File: src/rtl/idh_pkg.sv
package idh_pkg;

    // Avalon byte offsets of the register file
    localparam logic [7:0] OFS_CTRL     = 8'h00;
    localparam logic [7:0] OFS_CSR_TX   = 8'h04;
    localparam logic [7:0] OFS_CSR_RX   = 8'h08;
    localparam logic [7:0] OFS_PIO_LO   = 8'h0C;
    localparam logic [7:0] OFS_PIO_HDR  = 8'h10;
    localparam logic [7:0] OFS_INV_HI   = 8'h14;
    localparam logic [7:0] OFS_IRQ_ANS  = 8'h18;
    localparam logic [7:0] OFS_WRACK    = 8'h1C;
    localparam logic [7:0] OFS_INJECT   = 8'h20;
    localparam logic [7:0] OFS_STATUS   = 8'h24;
    localparam logic [7:0] OFS_MASK     = 8'h28;
    localparam logic [7:0] OFS_SYNDROME = 8'h2C;
    localparam logic [7:0] OFS_BANK_EN  = 8'h30;
    localparam logic [7:0] OFS_HASH     = 8'h34;
    localparam logic [7:0] OFS_PKT_DATA = 8'h38;
    localparam logic [7:0] OFS_PKT_STAT = 8'h3C;

    // Hub CSR address whose write launches a translation invalidate
    localparam logic [39:0] XLATE_INV_CSR_ADDR = 40'h80_0000_2030;

    // Field positions
    localparam int IRQ_ID_W      = 6;
    localparam int IRQ_ACK_BIT   = 8;
    localparam int IRQ_NACK_BIT  = 9;
    localparam int CTRL_GNT_BIT  = 0;
    localparam int WRACK_CNT_LSB = 8;
    localparam int SYN_VLD_BIT   = 4;

    // Sticky status layout
    localparam int DMA_ERR_W     = 6;
    localparam int SII_ERR_W     = 8;
    localparam int ST_DMA_LSB    = 0;
    localparam int ST_SII_LSB    = 6;
    localparam int ST_WRACK_PE   = 14;
    localparam int ST_PKT_PE     = 15;
    localparam int ST_PKT_RDY    = 16;
    localparam int ST_WRACK      = 17;
    localparam int ST_CSR_RX     = 18;
    localparam int STS_W         = 19;
    localparam int INJ_W         = DMA_ERR_W + SII_ERR_W;

    // Reset values and inbound packet length
    localparam logic [4:0] BANK_RST  = 5'h0F;
    localparam logic       HASH_RST  = 1'b0;
    localparam logic       GNT_RST   = 1'b1;
    localparam int         PKT_WORDS = 4;

    typedef struct packed {
        logic vld;
        logic [31:0] data;
    } idh_word_t;

    typedef struct packed {
        logic int_err;
        logic ncucr_pe;
        logic siicr_pe;
        logic data_pe;
        logic tag_ce;
        logic tag_ue;
    } idh_dma_err_t;

    typedef struct packed {
        logic niu_data_pe;
        logic niu_tag_ce;
        logic niu_tag_ue;
        logic niu_addr_ue;
        logic dma_data_pe;
        logic dma_tag_ce;
        logic dma_tag_ue;
        logic dma_addr_ue;
    } idh_sii_err_t;

    typedef struct packed {
        logic bank_partial_flag;
        logic bank_pair_6_7_avail;
        logic bank_pair_4_5_avail;
        logic bank_pair_2_3_avail;
        logic bank_pair_0_1_avail;
    } idh_bank_t;

    // Odd parity holds when data and parity bit hold an odd count of ones
    function automatic logic idh_odd_ok(input logic [31:0] d,
                                        input logic p);
        return ^{d, p};
    endfunction

endpackage

File: src/rtl/idh_pkt_rx.sv
`timescale 1ns/100ps
module idh_pkt_rx #(
    parameter int WORDS = idh_pkg::PKT_WORDS
) (
    input  wire logic              clk_i,
    input  wire logic              srst_i,
    input  wire logic              enable_i,
    input  wire logic              req_i,
    input  wire logic [31:0]       data_i,
    input  wire logic [1:0]        dpar_i,
    input  wire logic              pop_i,
    output logic                   gnt_o,
    output logic [31:0]            word_o,
    output logic                   ready_o,
    output logic                   perr_o,
    output logic                   done_o
);
    import idh_pkg::*;

    localparam int IW = $clog2(WORDS + 1);

    typedef enum logic [1:0] {S_IDLE, S_GNT, S_DATA, S_HOLD} idh_rx_st_t;

    typedef struct packed {
        idh_rx_st_t              st;
        logic [IW-1:0]           cnt;
        logic [WORDS-1:0][31:0]  mem;
        logic                    perr;
        logic                    done;
    } idh_rx_t;

    idh_rx_t r_r;
    idh_rx_t r_nxt;
    logic    ok_even;
    logic    ok_odd;

    // Even bits checked against parity bit 0, odd bits against bit 1
    always_comb begin
        logic [31:0] ev;
        logic [31:0] od;
        ev = '0;
        od = '0;
        for (int i = 0; i < 16; i++) begin
            ev[i] = data_i[2*i];
            od[i] = data_i[2*i+1];
        end
        ok_even = idh_odd_ok(ev, dpar_i[0]);
        ok_odd  = idh_odd_ok(od, dpar_i[1]);
    end

    // Grant only with the whole buffer free; data follows next cycle
    always_comb begin
        r_nxt      = r_r;
        r_nxt.perr = 1'b0;
        r_nxt.done = 1'b0;
        case (r_r.st)
            S_IDLE: begin
                if (enable_i && req_i) begin
                    r_nxt.st = S_GNT;
                end
            end
            S_GNT: begin
                r_nxt.st  = S_DATA;
                r_nxt.cnt = '0;
            end
            S_DATA: begin
                r_nxt.mem[r_r.cnt[IW-1:0]] = data_i;
                r_nxt.perr = !(ok_even && ok_odd);
                if (r_r.cnt == IW'(WORDS - 1)) begin
                    r_nxt.st   = S_HOLD;
                    r_nxt.cnt  = '0;
                    r_nxt.done = 1'b1;
                end else begin
                    r_nxt.cnt = r_r.cnt + IW'(1);
                end
            end
            default: begin
                if (pop_i) begin
                    if (r_r.cnt == IW'(WORDS - 1)) begin
                        r_nxt.st  = S_IDLE;
                        r_nxt.cnt = '0;
                    end else begin
                        r_nxt.cnt = r_r.cnt + IW'(1);
                    end
                end
            end
        endcase
    end

    always_ff @(posedge clk_i) begin
        if (srst_i) begin
            r_r <= '0;
        end else begin
            r_r <= r_nxt;
        end
    end

    assign gnt_o   = (r_r.st == S_GNT);
    assign ready_o = (r_r.st == S_HOLD);
    assign word_o  = r_r.mem[r_r.cnt[IW-1:0]];
    assign perr_o  = r_r.perr;
    assign done_o  = r_r.done;
endmodule

File: src/rtl/idh_hub.sv
`timescale 1ns/100ps
module idh_hub (
    input  wire logic                  clk_i,
    input  wire logic                  srst_i,
    // Avalon-MM slave
    input  wire logic [7:0]            avs_address_i,
    input  wire logic                  avs_read_i,
    input  wire logic                  avs_write_i,
    input  wire logic [31:0]           avs_writedata_i,
    input  wire logic [3:0]            avs_byteenable_i,
    output logic [31:0]                avs_readdata_o,
    output logic                       avs_waitrequest_o,
    output logic                       irq_o,
    // Config path toward and from the DMA unit
    output idh_pkg::idh_word_t         csr_tx_o,
    input  wire logic                  csr_tx_stall_i,
    input  wire idh_pkg::idh_word_t    csr_rx_i,
    output logic                       csr_rx_stall_o,
    // Programmed I/O and interrupt answer
    output logic [63:0]                pio_data_o,
    output logic                       pio_hdr_vld_o,
    output logic                       xlate_addr_vld_o,
    input  wire logic                  wrack_vld_i,
    input  wire logic [3:0]            wrack_tag_i,
    input  wire logic                  wrack_par_i,
    output logic                       irq_ack_o,
    output logic                       irq_nack_o,
    output logic [5:0]                 irq_msg_ident_o,
    // DMA error strobes and injections
    input  wire idh_pkg::idh_dma_err_t dma_err_i,
    output idh_pkg::idh_dma_err_t      dma_inj_o,
    // Inbound interface unit
    output logic                       in_gnt_o,
    input  wire logic                  in_req_i,
    input  wire logic [31:0]           in_data_i,
    input  wire logic [1:0]            in_dparity_i,
    input  wire idh_pkg::idh_sii_err_t sii_err_i,
    output idh_pkg::idh_sii_err_t      sii_inj_o,
    input  wire logic                  syn_vld_i,
    input  wire logic [3:0]            syn_data_i,
    output idh_pkg::idh_bank_t         bank_o,
    output logic                       index_hash_enable_o
);
    import idh_pkg::*;

    typedef struct packed {
        logic              rd_pend;
        logic [31:0]       rdata;
        logic              tx_full;
        logic [31:0]       tx_data;
        logic              rx_full;
        logic [31:0]       rx_data;
        logic [31:0]       pio_lo;
        logic [63:0]       pio_data;
        logic              hdr_vld;
        logic              inv_vld;
        logic              ack;
        logic              nack;
        logic [5:0]        irq_id;
        logic [3:0]        wrack_tag;
        logic [7:0]        wrack_cnt;
        logic [4:0]        syn;
        logic [STS_W-1:0]  sts;
        logic [STS_W-1:0]  mask;
        logic [INJ_W-1:0]  error_injection_reg;
        logic [4:0]        bank_en;
        logic              index_hash_state_reg;
        logic              gnt_en;
    } idh_hub_st_t;

    idh_hub_st_t s_r;
    idh_hub_st_t s_nxt;

    logic        wr_go;
    logic        rd_go;
    logic        tx_blocked;
    logic [31:0] pkt_word;
    logic        pkt_ready;
    logic        pkt_perr;
    logic        pkt_done;
    logic        pkt_pop;

    // Writes to a full transmit holding word wait instead of overwriting
    assign tx_blocked = avs_write_i && (avs_address_i == OFS_CSR_TX)
                        && s_r.tx_full;
    assign wr_go      = avs_write_i && !tx_blocked;
    assign rd_go      = avs_read_i && s_r.rd_pend;
    assign avs_waitrequest_o = (avs_read_i && !s_r.rd_pend) || tx_blocked;
    assign pkt_pop    = rd_go && (avs_address_i == OFS_PKT_DATA)
                        && pkt_ready;

    // Inbound packet buffer with grant and parity check
    idh_pkt_rx #(
        .WORDS    (PKT_WORDS)
    ) u_pkt_rx (
        .clk_i    (clk_i),
        .srst_i   (srst_i),
        .enable_i (s_r.gnt_en),
        .req_i    (in_req_i),
        .data_i   (in_data_i),
        .dpar_i   (in_dparity_i),
        .pop_i    (pkt_pop),
        .gnt_o    (in_gnt_o),
        .word_o   (pkt_word),
        .ready_o  (pkt_ready),
        .perr_o   (pkt_perr),
        .done_o   (pkt_done)
    );

    // Main next-state process; reads take two cycles so data is registered
    always_comb begin
        logic [STS_W-1:0] set;
        logic [STS_W-1:0] clr;
        logic [31:0]      rv;
        set   = '0;
        clr   = '0;
        rv    = '0;
        s_nxt = s_r;

        // Single-cycle strobes fall back by default
        s_nxt.hdr_vld = 1'b0;
        s_nxt.inv_vld = 1'b0;
        s_nxt.ack     = 1'b0;
        s_nxt.nack    = 1'b0;

        // Outbound config word leaves when the DMA side is not stalling
        if (s_r.tx_full && !csr_tx_stall_i) begin
            s_nxt.tx_full = 1'b0;
        end

        // Inbound config word taken only while our stall is low
        if (csr_rx_i.vld && !s_r.rx_full) begin
            s_nxt.rx_full = 1'b1;
            s_nxt.rx_data = csr_rx_i.data;
            set[ST_CSR_RX] = 1'b1;
        end

        // Write credit return with odd parity over the four tag bits
        if (wrack_vld_i) begin
            s_nxt.wrack_tag = wrack_tag_i;
            s_nxt.wrack_cnt = s_r.wrack_cnt + 8'h01;
            set[ST_WRACK]   = 1'b1;
            set[ST_WRACK_PE] = !(^{wrack_tag_i, wrack_par_i});
        end

        // Syndrome captured with its valid flag
        if (syn_vld_i) begin
            s_nxt.syn = {1'b1, syn_data_i};
        end

        // Error strobes from both neighbours, plus packet parity error and packet done
        set[ST_DMA_LSB +: DMA_ERR_W] = dma_err_i;
        set[ST_SII_LSB +: SII_ERR_W] = sii_err_i;
        set[ST_PKT_PE]  = pkt_perr;
        set[ST_PKT_RDY] = pkt_done;

        // Read address decode
        if (avs_address_i == OFS_CTRL) begin
            rv[CTRL_GNT_BIT] = s_r.gnt_en;
        end else if (avs_address_i == OFS_CSR_TX) begin
            rv = s_r.tx_data;
        end else if (avs_address_i == OFS_CSR_RX) begin
            rv = s_r.rx_data;
        end else if (avs_address_i == OFS_PIO_LO) begin
            rv = s_r.pio_lo;
        end else if (avs_address_i == OFS_PIO_HDR) begin
            rv = s_r.pio_data[63:32];
        end else if (avs_address_i == OFS_INV_HI) begin
            rv = s_r.pio_data[63:32];
        end else if (avs_address_i == OFS_IRQ_ANS) begin
            rv[IRQ_ID_W-1:0] = s_r.irq_id;
        end else if (avs_address_i == OFS_WRACK) begin
            rv[3:0] = s_r.wrack_tag;
            rv[WRACK_CNT_LSB +: 8] = s_r.wrack_cnt;
        end else if (avs_address_i == OFS_INJECT) begin
            rv[INJ_W-1:0] = s_r.error_injection_reg;
        end else if (avs_address_i == OFS_STATUS) begin
            rv[STS_W-1:0] = s_r.sts;
        end else if (avs_address_i == OFS_MASK) begin
            rv[STS_W-1:0] = s_r.mask;
        end else if (avs_address_i == OFS_SYNDROME) begin
            rv[SYN_VLD_BIT:0] = s_r.syn;
        end else if (avs_address_i == OFS_BANK_EN) begin
            rv[4:0] = s_r.bank_en;
        end else if (avs_address_i == OFS_HASH) begin
            rv[0] = s_r.index_hash_state_reg;
        end else if (avs_address_i == OFS_PKT_DATA) begin
            rv = pkt_ready ? pkt_word : 32'h0000_0000;
        end else if (avs_address_i == OFS_PKT_STAT) begin
            rv[0] = pkt_ready;
            rv[1] = in_gnt_o;
        end else begin
            rv = 32'h0000_0000; // Unmapped reads return zero
        end

        // Read phase one latches data, phase two completes with side effects
        if (avs_read_i && !s_r.rd_pend) begin
            s_nxt.rd_pend = 1'b1;
            s_nxt.rdata   = rv;
        end else if (rd_go) begin
            s_nxt.rd_pend = 1'b0;
            if (avs_address_i == OFS_CSR_RX) begin
                s_nxt.rx_full = 1'b0; // Frees the inbound word
            end else if (avs_address_i == OFS_SYNDROME) begin
                s_nxt.syn[SYN_VLD_BIT] = syn_vld_i;
            end
        end

        // Write address decode; unmapped writes are dropped
        if (wr_go) begin
            if (avs_address_i == OFS_CTRL) begin
                s_nxt.gnt_en = avs_writedata_i[CTRL_GNT_BIT];
            end else if (avs_address_i == OFS_CSR_TX) begin
                s_nxt.tx_full = 1'b1;
                s_nxt.tx_data = avs_writedata_i;
            end else if (avs_address_i == OFS_PIO_LO) begin
                s_nxt.pio_lo = avs_writedata_i;
            end else if (avs_address_i == OFS_PIO_HDR) begin
                s_nxt.pio_data = {avs_writedata_i, s_r.pio_lo};
                s_nxt.hdr_vld  = 1'b1;
            end else if (avs_address_i == OFS_INV_HI) begin
                s_nxt.pio_data = {avs_writedata_i, s_r.pio_lo};
                s_nxt.inv_vld  = 1'b1;
            end else if (avs_address_i == OFS_IRQ_ANS) begin
                s_nxt.irq_id = avs_writedata_i[IRQ_ID_W-1:0];
                s_nxt.ack    = avs_writedata_i[IRQ_ACK_BIT];
                s_nxt.nack   = avs_writedata_i[IRQ_NACK_BIT]
                               && !avs_writedata_i[IRQ_ACK_BIT];
            end else if (avs_address_i == OFS_INJECT) begin
                s_nxt.error_injection_reg = avs_writedata_i[INJ_W-1:0];
            end else if (avs_address_i == OFS_STATUS) begin
                clr = avs_writedata_i[STS_W-1:0];
            end else if (avs_address_i == OFS_MASK) begin
                s_nxt.mask = avs_writedata_i[STS_W-1:0];
            end else if (avs_address_i == OFS_BANK_EN) begin
                s_nxt.bank_en = avs_writedata_i[4:0];
            end else if (avs_address_i == OFS_HASH) begin
                s_nxt.index_hash_state_reg = avs_writedata_i[0];
            end
        end

        // A new event beats a simultaneous write-one-to-clear
        s_nxt.sts = (s_r.sts & ~clr) | set;
    end

    always_ff @(posedge clk_i) begin
        if (srst_i) begin
            s_r                      <= '0;
            s_r.bank_en              <= BANK_RST;
            s_r.index_hash_state_reg <= HASH_RST;
            s_r.gnt_en               <= GNT_RST;
        end else begin
            s_r <= s_nxt;
        end
    end

    // Register-driven outputs
    assign avs_readdata_o   = s_r.rdata;
    assign irq_o            = |(s_r.sts & s_r.mask);
    assign csr_tx_o.vld     = s_r.tx_full;
    assign csr_tx_o.data    = s_r.tx_data;
    assign csr_rx_stall_o   = s_r.rx_full;
    assign pio_data_o       = s_r.pio_data;
    assign pio_hdr_vld_o    = s_r.hdr_vld;
    assign xlate_addr_vld_o = s_r.inv_vld;
    assign irq_ack_o        = s_r.ack;
    assign irq_nack_o       = s_r.nack;
    assign irq_msg_ident_o  = s_r.irq_id;

    // Injection levels come straight from the injection register
    assign dma_inj_o = s_r.error_injection_reg[DMA_ERR_W-1:0];
    assign sii_inj_o = s_r.error_injection_reg[INJ_W-1:DMA_ERR_W];

    // Steady levels toward the inbound unit
    assign bank_o              = s_r.bank_en;
    assign index_hash_enable_o = s_r.index_hash_state_reg;
endmodule

File: config.mk
export PLATFORM = sky130hd
export DESIGN_NAME = idh_hub
export DESIGN_NICKNAME = d
export VERILOG_FILES = /design/src/rtl/idh_pkg.sv /design/src/rtl/idh_pkt_rx.sv /design/src/rtl/idh_hub.sv
export SDC_FILE = /design/constraint.sdc
export NUM_CORES = 1
export LEC_CHECK = 0
export ABC_AREA = 1
export BUFFER_PORTS_ARGS = -buffer_cell sky130_fd_sc_hd__buf_2
export CAP_MARGIN = 0
export CELL_PAD_IN_SITES_DETAIL_PLACEMENT = 2
export CELL_PAD_IN_SITES_GLOBAL_PLACEMENT = 2
export CORE_MARGIN = 2
export CORE_UTILIZATION = 29
export DETAILED_ROUTE_END_ITERATION = 6
export PLACE_DENSITY = 0.85
export SYNTH_ARGS = -nofsm -noshare
export SYNTH_HDL_FRONTEND = slang
export SYNTH_HIERARCHICAL = 1
export SYNTH_SLANG_ARGS = --single-unit
File: constraint.sdc
create_clock -name clk_i -period 1.9 [get_ports clk_i]
set_input_delay 0.095 -clock clk_i [delete_from_list [all_inputs] [get_ports clk_i]]
set_output_delay 0.095 -clock clk_i [all_outputs]
set_load 0.02 [all_outputs]
== Word level (Yosys, flattened, before mapping) ==
Cells that the tools add are included.
Widths: inputs -> output; s select.

* Flip-flop bits (word level): 416
* Bits of input ports: 142
* Output and inout port bits: 163
* Word-level logic and storage cells: 239

* $add $sub $neg: 2
* Order comparisons: 2
* Eq/ne operators: 21
* Multiplexer cells: 119
* Bitwise operators: 17
* Reductions and logical operators: 47

{| class="wikitable"
|+ Operators with widths
! cell !! count
|-
| $mux 32 || 23
|-
| $mux 31 || 15
|-
| $mux 19 || 20
|-
| $mux 27 || 13
|-
| $mux 33 || 4
|-
| $bwmux 128 || 1
|-
| $mux 64 || 2
|-
| $reduce_xor 33->1 || 2
|-
| $bmux 32 s2 || 1
|-
| $demux 32 s2 || 1
|-
| $eq 8x6->1 const B || 8
|-
| $and 19x19->19 || 2
|-
| $eq 8x5->1 const B || 4
|-
| $mux 13 || 2
|-
| $mux 26 || 1
|-
| $mux 5 || 4
|-
| $not 19->19 || 1
|-
| $or 19x19->19 || 1
|-
| $reduce_or 19->1 || 1
|-
| $mux 1 || 18
|-
| $mux 18 || 1
|-
| $eq 8x4->1 const B || 2
|-
| $mux 16 || 1
|-
| $mux 14 || 1
|-
| 39 further kinds || 79
|}

== Logic depth before layout (Yosys ltp) ==
Gate-level depths: netlist of run 1.

* Depth in word-level cells: 65
* Mapped depth: 20
* Depth with buffers taken out: 18

== By module ==
The synthesis of run 1 kept the hierarchy.

{| class="wikitable"
|+ By module, submodules not included
! module !! times used !! cells each !! area each (um2) !! seq. area each (um2)
|-
| idh_hub || 1 || 1856 || 13322.8 || 5625.4
|-
| idh_pkt_rx || 1 || 928 || 6451.2 || 2702.6
|}

== Worst setup path after synthesis of run 1 ==
Ideal clock, no wire load.

* Path kind: register -> register
* Start point: reg u_pkt_rx/r_r[133] (netlist name)
* End point: reg s_r, in the netlist avs_readdata_o[4]
* Library setup time: 0.067 ns
* Data arrival time: 1.749 ns
* Required time: 1.833 ns
* Path slack: 0.083 ns
* Stages on the path, launching flop included: 16
* Path buffers: 2
* Period minus slack after synthesis: 1.817 ns
* Cells stage by stage: dfxtp_1 > ha_1 > clkbuf_1 > inv_1 > nor2_2 > buf_6 > nand2_1 > nand3_1 > nor2_1 > o21ai_1 > nand2_1 > nand2_1 > nand2_1 > nand2_1 > nand2_1 > a21oi_2

* Longest elaborated chain between the ends: 53

{| class="wikitable"
|+ RTL lines
! what !! line !! source
|-
| start: declaration || idh_pkt_rx.sv:32 || <nowiki>idh_rx_t r_r;</nowiki>
|-
| start signal: assignment || idh_pkt_rx.sv:94 || <nowiki>r_r <= r_nxt;</nowiki>
|-
| $eq 2x2->1 || idh_pkt_rx.sv:99 || <nowiki>assign ready_o = (r_r.st == S_HOLD);</nowiki>
|-
| net pkt_ready || idh_hub.sv:78 || <nowiki>logic pkt_ready;</nowiki>
|-
| $mux 32 || idh_hub.sv:188 || <nowiki>rv = pkt_ready ? pkt_word : 32'h0000_0000;</nowiki>
|-
| $mux 32 || idh_hub.sv:187 || <nowiki>end else if (avs_address_i == OFS_PKT_DATA) begin</nowiki>
|-
| $mux 32 || idh_hub.sv:185 || <nowiki>end else if (avs_address_i == OFS_HASH) begin</nowiki>
|-
| $mux 32 || idh_hub.sv:183 || <nowiki>end else if (avs_address_i == OFS_BANK_EN) begin</nowiki>
|-
| $mux 32 || idh_hub.sv:181 || <nowiki>end else if (avs_address_i == OFS_SYNDROME) begin</nowiki>
|-
| $mux 32 || idh_hub.sv:179 || <nowiki>end else if (avs_address_i == OFS_MASK) begin</nowiki>
|-
| (+38 left out) || -- ||
|-
| $mux 4 || idh_hub.sv:172 || <nowiki>end else if (avs_address_i == OFS_WRACK) begin</nowiki>
|-
| $mux 6 || idh_hub.sv:170 || <nowiki>end else if (avs_address_i == OFS_IRQ_ANS) begin</nowiki>
|-
| $mux 32 || idh_hub.sv:168 || <nowiki>end else if (avs_address_i == OFS_INV_HI) begin</nowiki>
|-
| $mux 32 || idh_hub.sv:166 || <nowiki>end else if (avs_address_i == OFS_PIO_HDR) begin</nowiki>
|-
| $mux 32 || idh_hub.sv:164 || <nowiki>end else if (avs_address_i == OFS_PIO_LO) begin</nowiki>
|-
| $mux 32 || idh_hub.sv:162 || <nowiki>end else if (avs_address_i == OFS_CSR_RX) begin</nowiki>
|-
| $mux 32 || idh_hub.sv:160 || <nowiki>end else if (avs_address_i == OFS_CSR_TX) begin</nowiki>
|-
| $mux 31 || idh_hub.sv:158 || <nowiki>if (avs_address_i == OFS_CTRL) begin</nowiki>
|-
| end signal: assignment || idh_hub.sv:253 || <nowiki>s_r <= s_nxt;</nowiki>
|-
| end: declaration || idh_hub.sv:71 || <nowiki>idh_hub_st_t s_r;</nowiki>
|}

The timed path passes the listed nets, and every way through them passes these cells. The select of a mux whose other input is x is not followed.
A chain may end at the register's enable or synchronous reset.

== Worst setup path in the final report of run 1 ==
* Start point: reg u_pkt_rx/r_r[130] (netlist name)
* End point: reg s_r, in the netlist avs_readdata_o[14]

* Longest elaborated chain between the ends: 65

{| class="wikitable"
|+ RTL lines
! what !! line !! source
|-
| $bmux 32 s2 || idh_pkt_rx.sv:100 || <nowiki>assign word_o = r_r.mem[r_r.cnt[IW-1:0]];</nowiki>
|-
| $mux 32 (implied by the code) || idh_pkt_rx.sv:100 ||
|-
| net pkt_word[14] || idh_hub.sv:77 || <nowiki>logic [31:0] pkt_word;</nowiki>
|-
| $mux 32 || idh_hub.sv:188 ||
|-
| $mux 32 || idh_hub.sv:187 ||
|-
| $mux 32 || idh_hub.sv:185 ||
|-
| $mux 32 || idh_hub.sv:183 ||
|-
| $mux 32 || idh_hub.sv:181 ||
|-
| (+50 left out) || -- ||
|-
| $mux 8 || idh_hub.sv:172 ||
|-
| $mux 26 || idh_hub.sv:170 ||
|-
| $mux 32 || idh_hub.sv:168 ||
|-
| $mux 32 || idh_hub.sv:166 ||
|-
| $mux 32 || idh_hub.sv:164 ||
|-
| $mux 32 || idh_hub.sv:162 ||
|-
| $mux 32 || idh_hub.sv:160 ||
|-
| $mux 31 || idh_hub.sv:158 ||
|}

The timed path passes the listed nets, and every way through them passes these cells. The select of a mux whose other input is x is not followed.

==> results of run 1 <==
## stage by stage
stage	cells	setup TNS [ps]	instance area [um2]	total power [mW]	hold WS (ps)
CTS	4044	-2340	25840	25.52	14.47
finish	4062	-9165	26730	27.23	6.281
global placement	3801	-7850	22080	14.25	308.8
detailed placement	3801	-13030	22080	14.46	331.5
global route	4062	-13710	26730	28.03	34.33
floorplan	2784	0	19770	12.19	172.9
## cell type report
class / instances / area [um2] / share of cell area, %
Antenna cell: 1 / 2.502 / 0.009360
Clock buffer: 75 / 1466 / 5.485
Clock inverter: 11 / 158.9 / 0.5944
Inverter: 333 / 1267 / 4.741
Multi-Input combinational cell: 1710 / 9394 / 35.14
Sequential cell: 416 / 8349 / 31.23
Tap cell: 873 / 1092 / 4.086
Timing Repair Buffer: 642 / 4996 / 18.69
Timing Repair inverter: 1 / 7.507 / 0.02808
## cell usage in the layout, fill, tap and decap left out, types with 8 or more instances in the layout
cell type | synthesis | final
a21oi_1 | 520 | 444
a21oi_2 | 2 | 61
a21oi_4 | 1 | 18
buf_12 | 0 | 34
buf_2 | 45 | 299
buf_4 | 166 | 147
buf_6 | 2 | 15
clkbuf_1 | 102 | 14
clkbuf_16 | 0 | 54
clkbuf_8 | 0 | 10
clkinv_2 | 0 | 8
dfxtp_1 | 416 | 401
dfxtp_2 | 0 | 14
dlygate4sd3_1 | 0 | 138
ha_1 | 11 | 8
inv_1 | 315 | 310
inv_2 | 16 | 18
nand2_1 | 425 | 388
nand2_2 | 26 | 58
nand3_1 | 111 | 100
nand3_2 | 7 | 12
nor2_1 | 154 | 148
nor2_2 | 6 | 8
nor3_1 | 11 | 8
o2111ai_2 | 0 | 9
o211ai_1 | 19 | 19
o21ai_0 | 337 | 271
o21ai_1 | 8 | 37
o21ai_2 | 0 | 24
o21ai_4 | 0 | 13
xnor2_1 | 13 | 13
## sequential cells by signal, summed over array words and instances (netlist names), 5 cells and up
| register | cells |
|---|---|
| s_r | 121 |
| u_pkt_rx/r_r | 133 |
| irq_msg_ident_o | 6 |
| sii_inj_o | 8 |
| csr_tx_o | 33 |
| bank_o | 5 |
| dma_inj_o | 6 |
| avs_readdata_o | 32 |
| pio_data_o | 64 |
## layer usage
| metal | track usage [%] | vias up | part of all wire [%] |
|---|---|---|---|
| met3 | 4.768 | 272 | 5.7 |
| met4 | 11.27 | 6 | 4.8 |
| li1 | - | 9692 | - |
| met2 | 49.39 | 838 | 50 |
| met1 | 32.61 | 10960 | 39 |
| met5 | 0 | - | 0.041 |
## what timing repair did
action / 4_1_cts / 5_1_grt
buffers inserted: 20 / 26
endpoints found under the setup margin: 66 / 89
pin swaps: 69 / 88
endpoints found under the hold margin: 329 / 0
resized for setup: 190 / 194
cloned: 2 / 3
hold buffers: 138 / 0
## path summary, 6_finish.rpt
kind / start / endpoint / slack, ps / cells past startpoint
setup / recovery: u_pkt_rx/r_r[130]$_SDFFE_PP0P_ / avs_readdata_o[14]$_SDFFE_PP0P_ / -380 / 13
hold reg to reg: u_pkt_rx/r_r[93]$_SDFFE_PP0P_ / u_pkt_rx/r_r[93]$_SDFFE_PP0P_ / 450 / 2
setup reg to reg: u_pkt_rx/r_r[130]$_SDFFE_PP0P_ / avs_readdata_o[14]$_SDFFE_PP0P_ / -380 / 13
hold / removal: avs_write_i / s_r[0]$_SDFFE_PP1P_ / 6 / 3
## worst max-delay path, cell delays in order, from the launching register on
cell	delay (ps)
dfxtp_4	420
buf_8	220
buf_8	200
a21oi_1	110
a21oi_2	270
nand2_2	150
o21ai_2	110
a21oi_2	70
o21ai_1	120
o22ai_1	110
buf_4	150
nand2_1	50
nand2_1	70
a21oi_2	130
## power groups by stage
| stage | Sequential, mW | Combinational [mW] | Clock [mW] |
|---|---|---|---|
| 6_report | 9.68 | 7.57 | 9.98 |
| 5_1_grt | 9.71 | 7.90 | 10.4 |
| 4_1_cts | 9.59 | 5.98 | 9.96 |
| 3_5_place_dp | 9.71 | 4.75 | 0 |
| 3_3_place_gp | 9.69 | 4.56 | 0 |
| 2_1_floorplan | 9.62 | 2.57 | 0 |
## cells by family (layout without fill, tap and decap cells)
family                   Yosys count  in the layout  synth area share [%]
buffers and inverters            658           1062                 16.02
AND/OR/NAND/NOR                  754            754                 16.03
adder cells (fa/ha/maj)           11             11                0.6960
other                              0              1                     0
XOR/XNOR                          18             18                0.7973
flip-flops                       416            416                 42.12
AO/OA/AOI/OAI                    927            927                 24.34
==> reports/results.ini, run 1 <==
[outcome]
outcome = finished with violations
failed_checks = negative setup slack

[worst_setup_path]
cp-start-kind = register
arrival_ps = 2810
crit_fanout = 16
required_ps = 2430
cp-end-kind = register
path_class = reg2reg

[clock_network]
clk_latency_ps = 620
cts_tree = built
clkTransAtPathRegs_ps = 80
cts.sinks = 416
cts_buffer_depth = 3
cts-htree-levels = 2
cts_made_buffers = 49
cts_root_buf = clkbuf_16

[routing]
first_pass_iters = 5
ant_nets = 0
num_vias = 21770
post_drt_wl_per_cell_um = 26.17
vias_per_cell = 5.359
totalWireLength_um = 106300
route.detailed.drc = 0
drt_iter0_markers = 1682

[flow_run]
drv_cap = 0

[timing]
setup_viol = 76
final.setup.worst_slack_ps = -382.0
slew_headroom_pct = 49.86
worstMarginPinSlew_ps = 752.2
hold_violations = 0
slew_violations = 0
rsz0062_at_grt = yes
fin_crit_sh_pct = 120.1
skew_ps = 24.62
max_freq_mhz = 438.2
fin_crit_ps = 2282

[placed_design]
place_hpwl_um = 63400
pre_cts_ws_ps = -431.1
io_buffer_count = 300
gp_congestion = 0.8702

[finish]
fill_cells = 7530
utilization_pct = 39.67
drive_above_1_share_pct = 26.98
area_growth_pct = 35.20
fin_nets = 3306

[floorplan]
start_util_pct = 29.34
io_pins = 305
die_area_mm2 = 0.07029
die_h_um = 265.1
die_x_um = 265.1
core_area_mm2 = 0.06740
fp-row-count = 95

[logic_synthesis]
ys.flop_type = dfxtp_1
synth_top_area_share_pct = 42.12
ys_ff_latch = 416
yosysMostFrequentCell = a21oi_1
synth.area.top_cells = dfxtp_1 42%, a21oi_1 13%, o21ai_0 8.5%, nand2_1 8.1%, buf_4 6.3%
syn-num-nets = 2937
ys_warn_count = 6
synth_edf_count = 0
synth_cell_types = 38
synth_area_per_cell_um2 = 7.103
ys_seq_area_share_pct = 42.12
syn_inst = 2784
synth-async-reset-ratio_pct = 0
synth.cell_area_mm2 = 0.01977
synth_top_cell_by_area = dfxtp_1
synthTopCellsByCount = 520 x a21oi_1, 425 x nand2_1, 416 x dfxtp_1

[power_and_ir_drop]
clkPwrFrac_pct = 36.6
power.density_mw_per_mm2 = 1019
seqPwrFrac_pct = 35.6
sw_frac_of_total_pct = 34.23
internal_power_mw = 17.91
comb_power_share_pct = 27.8
power.switching_mw = 9.320
ir_worst_vdd_mv = 0.5704
leakage_nw = 10.94

[global_routing]
grt_pass1_wl_um = 149100
grt_util_all_layers_pct = 27.61
grt_pass1_vias = 23310
gr-total-overflow = 0
grt_start_max_net_pins = 93
grt_antenna_before_repair = 4

[worst_hold_path]
hp-class = in2reg

(Power assumes the default switching activity.)
==> run 2, diff against run 1 <==
--- a/config.mk
+++ b/config.mk
@@ -14,6 +14,7 @@
 export CORE_UTILIZATION = 29
 export DETAILED_ROUTE_END_ITERATION = 6
 export PLACE_DENSITY = 0.85
+export SKIP_CTS_REPAIR_TIMING = 1
 export SYNTH_ARGS = -nofsm -noshare
 export SYNTH_HDL_FRONTEND = slang
 export SYNTH_HIERARCHICAL = 1
==> run 2 against run 1 <==
The run still ends with negative setup slack left; clock power is essentially flat; maximum frequency grew 1.5%; flip-flop and latch count stayed put; cell area shrank 1.2%; power down 1.3%; cell count decreased by 0.25%; via count down 1.0%; critical path type is now reg2out; critical endpoint is now irq_o; highest routed layer unchanged.
==> reports/results.ini, run 2 (synthesis results as in run 1) <==
[timing]
fin_crit_sh_pct = 118.4  ; -1.7 points
rsz0062_at_grt = yes
fin_crit_ps = 2249  ; -32.82 ps
final.setup.worst_slack_ps = -349.2  ; +32.82 ps
setup_viol = 100  ; +32%
hold_violations = 0  ; unchanged
skew_ps = 25.26  ; +0.6359 ps
slew_headroom_pct = 48.94  ; -0.91 points
slew_violations = 0  ; unchanged
max_freq_mhz = 444.6  ; +1.5%
worstMarginPinSlew_ps = 765.9  ; +13.72 ps

[worst_setup_path]
arrival_ps = 2150  ; -660 ps
required_ps = 1800  ; -630 ps
cp-end-kind = primary output
reg2reg_from = u_pkt_rx/r_r[130]$_SDFFE_PP0P_
path_class = reg2out
r2r_end = avs_readdata_o[30]$_SDFFE_PP0P_
cp-start-kind = register
crit_fanout = 2  ; -14
r2r_cells = 14  ; +1
r2r_slack_ps = -340  ; +40 ps

[floorplan]
io_pins = 305  ; unchanged
die_area_mm2 = 0.07029  ; unchanged
start_util_pct = 29.34  ; unchanged
die_x_um = 265.1  ; unchanged
fp-row-count = 95  ; unchanged
die_h_um = 265.1  ; unchanged
core_area_mm2 = 0.06740  ; unchanged

[worst_hold_path]
hp-class = in2reg
hold_depth = 3  ; unchanged
hold_path_startpoint = avs_write_i
min_to = s_r[0]$_SDFFE_PP1P_

[global_routing]
grt_util_all_layers_pct = 24.65  ; -3.0 points
gr-total-overflow = 0  ; unchanged
grt_pass1_wl_um = 133500  ; -10%
grt_start_max_net_pins = 93  ; unchanged
grt_pass1_vias = 21350  ; -8.4%
grt_antenna_before_repair = 4  ; unchanged

[clock_network]
cts_made_buffers = 49  ; unchanged
cts_buffer_depth = 3  ; unchanged
cts_root_buf = clkbuf_16
clk_latency_ps = 620  ; about the same
cts_tree = built
cts-htree-levels = 2  ; unchanged
cts.sinks = 416  ; unchanged
clkTransAtPathRegs_ps = 60  ; -20 ps

[routing]
ant_nets = 0  ; unchanged
route.detailed.drc = 0  ; unchanged
totalWireLength_um = 103800  ; -2.3%
drt_iter0_markers = 1318  ; -22%
first_pass_iters = 5  ; unchanged
num_vias = 21550  ; -1.0%
post_drt_wl_per_cell_um = 25.62  ; -2.1%
vias_per_cell = 5.319  ; -0.75%

[placed_design]
pre_cts_ws_ps = -431.1  ; unchanged
io_buffer_count = 300  ; unchanged
dpl_cell_area_mm2 = 0.02208  ; unchanged
place_inst = 3801  ; unchanged
gp_congestion = 0.8702  ; unchanged
place_hpwl_um = 63400  ; unchanged

[finish]
register_area_mm2 = 0.008342  ; about the same
area_growth_pct = 33.56
layout_common_cells = 471 x a21oi_1, 409 x dfxtp_1, 403 x nand2_1, 311 x inv_1, 298 x buf_2
fill_cells = 7524  ; -0.080%
regMostFlops = u_pkt_rx/r_r
fin_nets = 3295  ; -0.33%
largest_register_ff_count = 133  ; unchanged
stdcell_count = 4052  ; -0.25%
drive_above_1_share_pct = 25.12  ; -1.9 points
final_common_cell = a21oi_1
utilization_pct = 39.19  ; -0.48 points
finalInstanceArea_mm2 = 0.02641  ; -1.2%
multi_input_area_mm2 = 0.009075  ; -3.4%

[outcome]
outcome = finished with violations
failed_checks = negative setup slack

[power_and_ir_drop]
power.density_mw_per_mm2 = 1017  ; -0.13%
leakage_nw = 10.88  ; -0.53%
power.total_mw = 26.86  ; -1.3%
ir_worst_vdd_mv = 0.5836  ; +2.3%

[flow_run]
drv_cap = 0  ; unchanged

[run 2: power by group]
group	leakage (nW)	internal, mW	switching [mW]
registers	3.38	9.24	0.425
clock network	0.801	5.83	4.16
logic	6.71	2.76	4.46
[run 2: final cells by class]
type | count | share of cell area (%)
clock inverters | 11 | 0.6017
flip-flops and latches | 416 | 31.59
clock buffers | 75 | 5.552
repair inverters | 3 | 0.1374
well taps | 873 | 4.136
diodes | 2 | 0.01895
multi-input cells | 1710 | 34.36
inverters | 333 | 4.799
repair buffers | 629 | 18.81
[run 2: critical path, stage by stage (launching register included)]
cell	delay [ps]
dfxtp_1	310
inv_1	150
o2111ai_4	160
nor4_4	370
nand4_1	310
buf_6	240
[run 2: layer usage]
metal | wire (um) | vias to the layer above | GRT usage, %
met3 | 4702 | 257 | 4.055
li1 | - | 9671 | -
met4 | 4841 | 4 | 8.536
met2 | 52700 | 679 | 43.11
met1 | 41550 | 10940 | 30.59
met5 | 23 | - | 0
[run 2: worst max path at each step]
stage                                 endpoint  depth (start not counted)                            from  slack, ps
6_report                                 irq_o                          5              s_r[40]$_SDFF_PP0_       -350
5_1_grt        avs_readdata_o[30]$_SDFFE_PP0P_                         14  u_pkt_rx/r_r[130]$_SDFFE_PP0P_       -530
3_3_place_gp   avs_readdata_o[11]$_SDFFE_PP0P_                         15  u_pkt_rx/r_r[130]$_SDFFE_PP0P_       -360
3_5_place_dp   avs_readdata_o[11]$_SDFFE_PP0P_                         15  u_pkt_rx/r_r[130]$_SDFFE_PP0P_       -430
4_1_cts        avs_readdata_o[14]$_SDFFE_PP0P_                         14  u_pkt_rx/r_r[130]$_SDFFE_PP0P_       -500
2_1_floorplan   avs_readdata_o[4]$_SDFFE_PP0P_                         15  u_pkt_rx/r_r[133]$_SDFFE_PP0P_         80
[run 2: per-stage QoR]
| stage | hold slack [ps] | TNS [ps] |
|---|---|---|
| 6_report | 6.289 | -9577 |
| 5_1_grt | 46.01 | -16630 |
| 4_1_cts | -305.2 | -11540 |
| 3_5_place_dp | 331.5 | -13030 |
| 3_3_place_gp | 308.8 | -7850 |
| 2_1_floorplan | 172.9 | 0 |
